--- src/design/pccs_pkg.sv ---
// shared constants and types for the pc card socket signalling block
package pccs_pkg;

    // clock rate and default strobe timing
    localparam int CLK_MHZ   = 50;
    localparam int SETUP_NS  = 20;
    localparam int STROBE_NS = 100;
    localparam int HOLD_NS   = 20;
    localparam int NS_PER_US = 1000;

    // least time in ns to whole clock cycles, never below one
    function automatic int ns_to_min_cycles(input int ns);
        int r;
        r = (ns * CLK_MHZ + NS_PER_US - 1) / NS_PER_US;
        if (r < 1) begin
            r = 1;
        end
        return r;
    endfunction : ns_to_min_cycles

    localparam int SETUP_CYC  = ns_to_min_cycles(SETUP_NS);
    localparam int STROBE_CYC = ns_to_min_cycles(STROBE_NS);
    localparam int HOLD_CYC   = ns_to_min_cycles(HOLD_NS);

    // phase counter width
    localparam int CNT_W = 8;

    // flip-flops between a card pin and the logic that reads it
    localparam int SYNC_STAGES = 2;

    // byte lane positions in a lane vector
    localparam int LANE_LO = 0;
    localparam int LANE_HI = 1;

    // level of every active-low pin at rest
    localparam logic PIN_IDLE = 1'h1;

    // target space of a transaction
    typedef enum logic [1:0] {
        SPACE_COMMON,
        SPACE_ATTR,
        SPACE_IO
    } pccs_space_e;

    // transaction phases
    typedef enum logic [1:0] {
        ST_IDLE,
        ST_SETUP,
        ST_STROBE,
        ST_HOLD
    } pccs_state_e;

endpackage : pccs_pkg

--- src/design/pccs_sync.sv ---
// two-flop synchroniser for one card input pin
module pccs_sync #(
    parameter logic RST_VAL = 1'h1
) (
    // clock and reset
    input  wire logic mclk,
    input  wire logic resetn,
    // pin and synchronised level
    input  wire logic pinIn,
    output logic      syncOut
);

    logic stage1;

    // first stage feeds only the second
    always_ff @(posedge mclk) begin
        if (!resetn) begin
            stage1  <= RST_VAL;
            syncOut <= RST_VAL;
        end else begin
            stage1  <= pinIn;
            syncOut <= stage1;
        end
    end

endmodule : pccs_sync

--- src/design/pccs_socket.sv ---
// pc card socket strobe and select sequencer
// Behaviour
// - socket select low addresses socket zero, high addresses socket one.
// - socket select changes with address timing, steady through the transfer.
// - attribute select is asserted for memory transfers to attribute space.
// - card enable two drives high byte lane, card enable one low lane.
// - memory read strobe pulses for common memory and attribute reads.
// - memory write strobe pulses for common memory and attribute writes.
// - io write strobe pulses for every write to io space.
// - io read strobe pulses for every read from io space.
// - card holding wait low stretches the active strobe.
// - card width acknowledge is sampled to choose 8 or 16 bit io.
module pccs_socket #(
    parameter int SETUP_CYC  = pccs_pkg::SETUP_CYC,
    parameter int STROBE_CYC = pccs_pkg::STROBE_CYC,
    parameter int HOLD_CYC   = pccs_pkg::HOLD_CYC
) (
    // clock and reset
    input  wire logic       mclk,
    input  wire logic       resetn,
    // transaction request
    input  wire logic       reqValid,
    output logic            reqReady,
    input  wire logic       reqWrite,
    input  wire logic [1:0] reqSpace,
    input  wire logic       reqSocket,
    input  wire logic [1:0] reqLanes,
    // transaction completion
    output logic            doneValid,
    output logic            doneIo16,
    output logic [1:0]      doneLanes,
    // card pins
    output logic            card_mem_read_strobe_n,
    output logic            card_mem_write_strobe_n,
    output logic            card_io_write_strobe_n,
    output logic            card_io_read_strobe_n,
    output logic            card_high_lane_enable_n,
    output logic            card_low_lane_enable_n,
    output logic            socket_select,
    output logic            attribute_space_select_n,
    input  wire logic       card_wait_n,
    input  wire logic       card_io_width16_ack_n
);

    typedef logic [pccs_pkg::CNT_W-1:0] pccs_cnt_t;

    typedef struct packed {
        pccs_pkg::pccs_state_e state;
        pccs_cnt_t             cnt;
        pccs_pkg::pccs_space_e space;
        logic                  write;
        logic                  widthDone;
        logic                  io16;
        logic                  doneValid;
        logic [1:0]            usedLanes;
        logic                  socket;
        logic                  attrN;
        logic                  laneHiN;
        logic                  laneLoN;
        logic                  memRdN;
        logic                  memWrN;
        logic                  ioRdN;
        logic                  ioWrN;
    } pccs_st_s;

    localparam pccs_st_s ST_RESET = '{
        state:     pccs_pkg::ST_IDLE,
        cnt:       '0,
        space:     pccs_pkg::SPACE_COMMON,
        write:     1'h0,
        widthDone: 1'h0,
        io16:      1'h0,
        doneValid: 1'h0,
        usedLanes: 2'h0,
        socket:    1'h0,
        attrN:     pccs_pkg::PIN_IDLE,
        laneHiN:   pccs_pkg::PIN_IDLE,
        laneLoN:   pccs_pkg::PIN_IDLE,
        memRdN:    pccs_pkg::PIN_IDLE,
        memWrN:    pccs_pkg::PIN_IDLE,
        ioRdN:     pccs_pkg::PIN_IDLE,
        ioWrN:     pccs_pkg::PIN_IDLE
    };

    localparam pccs_cnt_t SETUP_LOAD  = pccs_cnt_t'(SETUP_CYC - 1);
    localparam pccs_cnt_t STROBE_LOAD = pccs_cnt_t'(STROBE_CYC - 1);
    localparam pccs_cnt_t HOLD_LOAD   = pccs_cnt_t'(HOLD_CYC - 1);
    localparam pccs_cnt_t CNT_ONE     = pccs_cnt_t'(1);
    // io first setup lasts until the synchronised ack reflects the enabled card
    localparam pccs_cnt_t ACK_LOAD    = pccs_cnt_t'((SETUP_CYC - 1 > pccs_pkg::SYNC_STAGES) ? SETUP_CYC - 1 : pccs_pkg::SYNC_STAGES);

    pccs_st_s st;
    pccs_st_s next_st;
    logic     waitSync;
    logic     ackSync;
    logic     strobeAny;

    // synchronise the card's wait and width acknowledge pins
    pccs_sync #(.RST_VAL(pccs_pkg::PIN_IDLE)) uWaitSync (
        .mclk    (mclk),
        .resetn  (resetn),
        .pinIn   (card_wait_n),
        .syncOut (waitSync)
    );

    pccs_sync #(.RST_VAL(pccs_pkg::PIN_IDLE)) uAckSync (
        .mclk    (mclk),
        .resetn  (resetn),
        .pinIn   (card_io_width16_ack_n),
        .syncOut (ackSync)
    );

    // phase sequencer
    always_comb begin
        next_st           = st;
        next_st.doneValid = 1'h0;
        case (st.state)
            pccs_pkg::ST_IDLE: begin
                if (reqValid) begin
                    next_st.state     = pccs_pkg::ST_SETUP;
                    next_st.cnt       = (reqSpace == pccs_pkg::SPACE_IO) ? ACK_LOAD : SETUP_LOAD;
                    next_st.write     = reqWrite;
                    next_st.space     = pccs_pkg::pccs_space_e'(reqSpace);
                    next_st.socket    = reqSocket;
                    next_st.attrN     = !(reqSpace == pccs_pkg::SPACE_ATTR);
                    next_st.laneHiN   = !reqLanes[pccs_pkg::LANE_HI];
                    next_st.laneLoN   = !reqLanes[pccs_pkg::LANE_LO];
                    next_st.widthDone = (reqSpace != pccs_pkg::SPACE_IO);
                    next_st.io16      = 1'h0;
                end
            end
            pccs_pkg::ST_SETUP: begin
                if (st.cnt != '0) begin
                    next_st.cnt = st.cnt - CNT_ONE;
                end else if (!st.widthDone) begin
                    // io width: drop the high lane when the low lane is also enabled unless the card acks 16 bit, then settle again
                    next_st.widthDone = 1'h1;
                    next_st.io16      = !ackSync;
                    if (ackSync && !st.laneLoN) begin
                        next_st.laneHiN = pccs_pkg::PIN_IDLE;
                    end
                    next_st.cnt = SETUP_LOAD;
                end else begin
                    next_st.state = pccs_pkg::ST_STROBE;
                    next_st.cnt   = STROBE_LOAD;
                    if (st.space == pccs_pkg::SPACE_IO) begin
                        next_st.ioWrN = !st.write;
                        next_st.ioRdN = st.write;
                    end else begin
                        next_st.memWrN = !st.write;
                        next_st.memRdN = st.write;
                    end
                end
            end
            pccs_pkg::ST_STROBE: begin
                if (st.cnt != '0) begin
                    next_st.cnt = st.cnt - CNT_ONE;
                end else if (waitSync) begin
                    // release only once the card no longer holds wait low
                    next_st.state  = pccs_pkg::ST_HOLD;
                    next_st.cnt    = HOLD_LOAD;
                    next_st.memRdN = pccs_pkg::PIN_IDLE;
                    next_st.memWrN = pccs_pkg::PIN_IDLE;
                    next_st.ioRdN  = pccs_pkg::PIN_IDLE;
                    next_st.ioWrN  = pccs_pkg::PIN_IDLE;
                end
            end
            pccs_pkg::ST_HOLD: begin
                if (st.cnt != '0) begin
                    next_st.cnt = st.cnt - CNT_ONE;
                end else begin
                    // selects held past the strobe, then enables return to rest
                    next_st.state     = pccs_pkg::ST_IDLE;
                    next_st.doneValid = 1'h1;
                    next_st.usedLanes = {!st.laneHiN, !st.laneLoN};
                    next_st.attrN     = pccs_pkg::PIN_IDLE;
                    next_st.laneHiN   = pccs_pkg::PIN_IDLE;
                    next_st.laneLoN   = pccs_pkg::PIN_IDLE;
                end
            end
            default: begin
                next_st = ST_RESET;
            end
        endcase
    end

    // state register
    always_ff @(posedge mclk) begin
        if (!resetn) begin
            st <= ST_RESET;
        end else begin
            st <= next_st;
        end
    end

    // outputs straight from state flops
    assign reqReady                 = (st.state == pccs_pkg::ST_IDLE);
    assign doneValid                = st.doneValid;
    assign doneIo16                 = st.io16;
    assign doneLanes                = st.usedLanes;
    assign card_mem_read_strobe_n   = st.memRdN;
    assign card_mem_write_strobe_n  = st.memWrN;
    assign card_io_write_strobe_n   = st.ioWrN;
    assign card_io_read_strobe_n    = st.ioRdN;
    assign card_high_lane_enable_n  = st.laneHiN;
    assign card_low_lane_enable_n   = st.laneLoN;
    assign socket_select            = st.socket;
    assign attribute_space_select_n = st.attrN;
    assign strobeAny = !(st.memRdN && st.memWrN && st.ioRdN && st.ioWrN);

    // checks on the card-side signalling
    localparam int MAX_START = 64;
endmodule : pccs_socket

--- config.mk ---
export PLATFORM = sky130hd
export DESIGN_NAME = pccs_socket
export DESIGN_NICKNAME = d
export VERILOG_FILES = /design/src/design/pccs_pkg.sv /design/src/design/pccs_sync.sv /design/src/design/pccs_socket.sv
export SDC_FILE = /design/constraint.sdc
export NUM_CORES = 1
export LEC_CHECK = 0
export BUFFER_PORTS_ARGS = -buffer_cell sky130_fd_sc_hd__buf_4
export CORE_MARGIN = 1
export CORE_UTILIZATION = 60
export CTS_CLUSTER_SIZE = 10
export DETAILED_ROUTE_END_ITERATION = 10
export PLACE_DENSITY = 0.92
export SYNTH_ARGS = -nofsm -noshare
export SYNTH_HDL_FRONTEND = slang
export SYNTH_HIERARCHICAL = 1
export SYNTH_SLANG_ARGS = --single-unit
--- constraint.sdc ---
create_clock -name mclk -period 3.73 [get_ports mclk]
set_clock_uncertainty 0.15 [all_clocks]
set_input_delay 0.373 -clock mclk [delete_from_list [all_inputs] [get_ports mclk]]
set_output_delay 0.373 -clock mclk [all_outputs]
set_load 0.02 [all_outputs]
# After elaboration in Yosys (flattened, before gate mapping)
# Index checks and enable logic that the tools add are counted.
dict set report op_classes {
  n_addsub 1
  eq_ne 19
  n_mux 31
  bitwise_logic 1
  n_reduce_logical 25
}
# cell n
set op_table {}
lappend op_table {{$pmux 10 s4} 1}
lappend op_table {{$mux 8} 3}
lappend op_table {{$reduce_and 6->1} 4}
lappend op_table {{$ne 2x2->1 const B} 11}
lappend op_table {{$mux 2} 8}
lappend op_table {{$mux 4} 4}
lappend op_table {{$mux 15} 1}
lappend op_table {{$mux 3} 4}
lappend op_table {{$mux 10} 1}
lappend op_table {{$reduce_and 3->1} 3}
lappend op_table {{$eq 2x2->1 const B} 4}
lappend op_table {{$pmux 4 s2} 1}
lappend op_table {{$reduce_bool 8->1} 1}
lappend op_table {{$sub 8x1->8 const B} 1}
lappend op_table {{$logic_not 1->1} 7}
lappend op_table {{$reduce_and 2->1} 3}
lappend op_table {{$reduce_bool 2->1} 3}
lappend op_table {{$eq 2x1->1 const B} 2}
lappend op_table {{$mux 1} 4}
lappend op_table {{$pmux 1 s2} 2}
lappend op_table {{$pmux 2 s2} 1}
lappend op_table {{$reduce_and 4->1} 1}
lappend op_table {{$ne 3x2->1 const B} 1}
lappend op_table {{$pmux 1 s3} 1}
lappend op_table {{5 further kinds} 5}
dict set report word_totals {
  register_bits 30
  output_inout_bits 13
}

# Depth between registers and ports, before layout
dict set report depth {
  ltp_word 6
  mapped_depth 7
}

# Modules after synthesis
# Netlist, hierarchy kept.
# module instances cells_per_inst area_each_um2 seq_area_each_um2
set by_module_without_submodules {}
lappend by_module_without_submodules {pccs_socket 1 179 1485.2 520.5}
lappend by_module_without_submodules {pccs_sync 2 4 52.6 40.0}

# Least setup slack after synthesis
# No wires, ideal clock.
dict set report synth_path {
  path_kind {reg-to-reg}
  from {register st[24] (netlist bit)}
  to {register st[23] (netlist bit)}
  arrival_ps 2073
  setup_slack_ps 1421
  path_stages_with_launch 8
  synth_period_minus_slack_ps 2309
  path_cell_list {dfxtp_1 inv_1 ha_1 nor2b_1 clkbuf_1 or3_4 or4_1 a211oi_1}
}
dict set report synth_between {
  elab_chain_cells 3
  elab_cells_between_ends 9
  classes_between {6 x eq/ne; 1 x mux; 2 x reduce/logical}
}
# item line_no
set synth_rtl {}
lappend synth_rtl {{from (decl)} pccs_socket.sv:92} ;# pccs_st_s st;
lappend synth_rtl {{from (signal assigned)} pccs_socket.sv:192} ;# st <= next_st;
lappend synth_rtl {{$logic_not 2->1 (*)} --}
lappend synth_rtl {{net reqReady} pccs_socket.sv:23} ;# output logic reqReady,
lappend synth_rtl {{$ne 2x2->1 (no source line)} --}
lappend synth_rtl {{$reduce_and 3->1 (no source line)} --}
# The timed path passes the listed nets; every way through them passes the cells marked *.
# A chain may end at the register's enable or synchronous reset.

# Worst setup path in the final report
dict set report layout_path {
  from {register st[24] (netlist bit)}
  to {register st[23] (netlist bit)}
}
dict set report layout_between {
  elab_chain_cells 3
  elab_cells_between_ends 9
  classes_between {6 x eq/ne; 1 x mux; 2 x reduce/logical}
}
# item line_no
set layout_rtl {}
lappend layout_rtl {{$eq 2x2->1 or $logic_not 2->1 (tied branches)} pccs_socket.sv:117} ;# case (st.state)
lappend layout_rtl {{$ne 3x2->1 (no source line) or $ne 2x2->1 (tied branches)} --}
lappend layout_rtl {{$reduce_and 3->1 (no source line)} --}
# Parallel ways exist; a longest one is shown, timed or not.

==> results.md <==
- Crit path launch type: flop
- Largest net degree at the start of global routing: 19
- Clock buffers created by TritonCTS: 5
- Largest cells by area after synthesis: dfxtp_1, a21oi_1, ha_1
- Core area: around 0.0025 sq mm
- Ys async rst share: 0%
- Post-synth top area share: 37.8%
- Peak VDD IR: approximately 0.7 mV
- Post-DP HPWL: slightly below 3 mm
- Vias in the first global route: approximately 1300
- Post-layout nets: about 220
- TritonCTS clock tree: yes
- Final Hold Violating Endpoints: 0
- Cts hold-fix bufs: 0
- DR WL/cell: roughly 17 um
- Max frequency: 0.404 GHz
- Vias per Instance: ~6.5
- Fraction of layout cells with a size suffix above 1: 18.4%
- DP Cell Count: between 200 and 250
- Gp weighted congestion: between 0.9 and 1
- Antenna Violating Nets Remaining: 0
- Clock Power Share: 13.2%
- Initial core utilization: a little under two thirds
- Syn Inst Count: ~190
- Switch share: 47.9%
- Switching power: around 0.76 mW
- Leakage: about 0.7 nW
- Post-CTS sizing: 0
- WL final: a little under 4 mm
- Sequential area share after synthesis: a little under two fifths
- Max-slew violations: 0
- Hold Crit Class: primary input to flop
- Part of the power in registers: 29.4%
- Residual DRC: 0
- Critical Path Fanout Max: 15
- Slew Limit Headroom: ~59%
- N_diodes: 0
- Setup_tns: 0 ps
- Pint: 0.824 mW
- Synth cell types: 42
- Final setup vio count: 0
- Vias: roughly 1500
- Syn-to-layout area delta: 14.0%
- Root Driver: clkbuf_4
- Synth warnings: 6
- Syn Area/Cell: approximately 8.5 sq um
- Htree depth: 2
- Die Span Y: roughly 53 um
- Status: complete, no violations
- Starting DRC count in detailed routing: 81
- Postcts setup bufs: 0
- Clk sink count: 30
- Synth Cell Area: 0.00159 sq mm
- Critical path required time: about 3800 ps
- Tcrit/Tclk final: between 60% and 70%
- Antenna violations before repair: 0
- Worst Setup End Kind: flop
- Total track usage: between 30% and 40%
- Combinational power share: approximately 57%
- Post-layout min period: roughly 2500 ps
- Row count: 18
- Drt pass-1 iters: 5
- Post-synth top area cell: dfxtp_1
- Arrival @ worst endpoint: roughly 2600 ps
- R2r setup slk: approximately 1300 ps
- Mapped Nets: 204
- FF+latch count, synth: 30
- Max_cap viols: 0
- Non-Filler Instances: about 240
- Die Area: 0.00286 sq mm
- CTS clk-pin slew, worst paths: ~100 ps
- Worst-margin pin slew: 615 ps
- Worst-Skew Late Latency: 340 ps
- Critical path type: flop to flop
- Port bufs: 23
- Number of flops mapped to enable cells by yosys: 0
- RSZ-0062 raised after global routing: no
- Power density over the cells: slightly below 900 mW/mm^2
- Die width: 53.5 um
- Max clock buf depth: 2
- First-pass GRT wire length: 6.12 mm
- # IOs: 24
- Grt ovf: 0
- Top FF cell, synth: dfxtp_1
- Post-layout util: between 70% and 80%
==> path summary, 6_finish.rpt <==
check	start	endpoint	cells after the start
worst min register to register	uWaitSync/stage1	uWaitSync/syncOut	1
worst max register to register	st[24]	st[23]	6
worst min-delay path	card_io_width16_ack_n	uAckSync/stage1	2
worst max-delay path	st[24]	st[23]	6
==> power groups by stage <==
stage | clock network (mW) | registers [mW] | logic (mW)
2_1_floorplan | 0 | 0.483 | 0.642
3_3_place_gp | 0 | 0.461 | 0.835
3_5_place_dp | 0 | 0.468 | 0.882
4_1_cts | 0.209 | 0.461 | 0.886
5_1_grt | 0.223 | 0.474 | 0.976
6_report | 0.208 | 0.465 | 0.907
==> synthesized netlist by cell type (4+ instances only) <==
cell type and n:
mux2i_1 6, dfxtp_1 30, inv_1 7, nor3_1 6, ha_1 6, a311oi_1 5, a21oi_1 16, nand2b_1 9
o21ai_0 13, clkbuf_1 7, nand3_1 13, a211oi_1 4, o21a_1 4, nand2_1 13, nor2_1 9
==> cells by family after synthesis <==
logic type | after synthesis | synth area share (%)
and+or+nand+nor | 71 | 25.6
AOI/OAI and AO/OA | 54 | 22.5
DFF | 30 | 37.8
buffers and inverters | 19 | 5.11
muxes | 6 | 3.78
adders and majority gates | 6 | 4.72
xor gates and xnor gates | 1 | 0.551
==> metal layers <==
layer / GRT usage (%) / wire length (um) / share of wire, % / vias up
li1: - / - / - / 725
met1: 36.3 / 1450 / 37 / 702
met2: 50.0 / 2000 / 50 / 98
met3: 10.6 / 446 / 11 / 14
met4: 12.3 / 76 / 1.9 / 0
met5: 0 / 0 / 0 / -
==> cell usage in the layout (no fill, tap or decap), types with 4 or more instances in the layout <==
cell type	instances
a21oi_1	16
o21ai_0	13
inv_1	7
buf_4	23
nand2_1	13
clkbuf_4	5
nand3_1	13
nor2_1	9
mux2i_1	6
a311oi_1	5
nor3_1	6
dfxtp_1	30
ha_1	6
nand2b_1	9
o21a_1	4
a211oi_1	4
==> final cells by class <==
cell class,instances,area (sq um)
fill,190,687
tap,30,37.5
timing repair buffer,23,173
clock inverter,2,12.5
multi-input combinational,138,908
sequential,30,601
inverter,8,30.0
clock buffer,6,51.3
==> stage by stage <==
step / hold WS (ps) / worst slack (ps) / cell area, sq um / power [mW]
finish: 66.4 / 1260 / 1810 / 1.58
global route: 52.2 / 1160 / 1810 / 1.67
CTS: 58.5 / 1270 / 1810 / 1.56
detailed placement: 261 / 1310 / 1750 / 1.35
global placement: 241 / 1410 / 1750 / 1.30
floorplan: 236 / 1420 / 1590 / 1.13
==> critical path, stage by stage, from the launching register on <==
cell,delay (ps)
dfxtp_1,390
inv_1,90
ha_1,370
nor2b_1,310
or3_4,370
or4_1,470
a211oi_1,250
==> sequential cells by signal (all words and copies together) (netlist names) <==
register / flops
attribute_space_select_n: 1
card_high_lane_enable_n: 1
card_io_read_strobe_n: 1
card_io_write_strobe_n: 1
card_low_lane_enable_n: 1
card_mem_read_strobe_n: 1
card_mem_write_strobe_n: 1
doneIo16: 1
doneLanes: 2
doneValid: 1
socket_select: 1
st: 14
uAckSync/stage1: 1
uAckSync/syncOut: 1
uWaitSync/stage1: 1
uWaitSync/syncOut: 1
No activity file was read; power rests on OpenSTA's default activity.
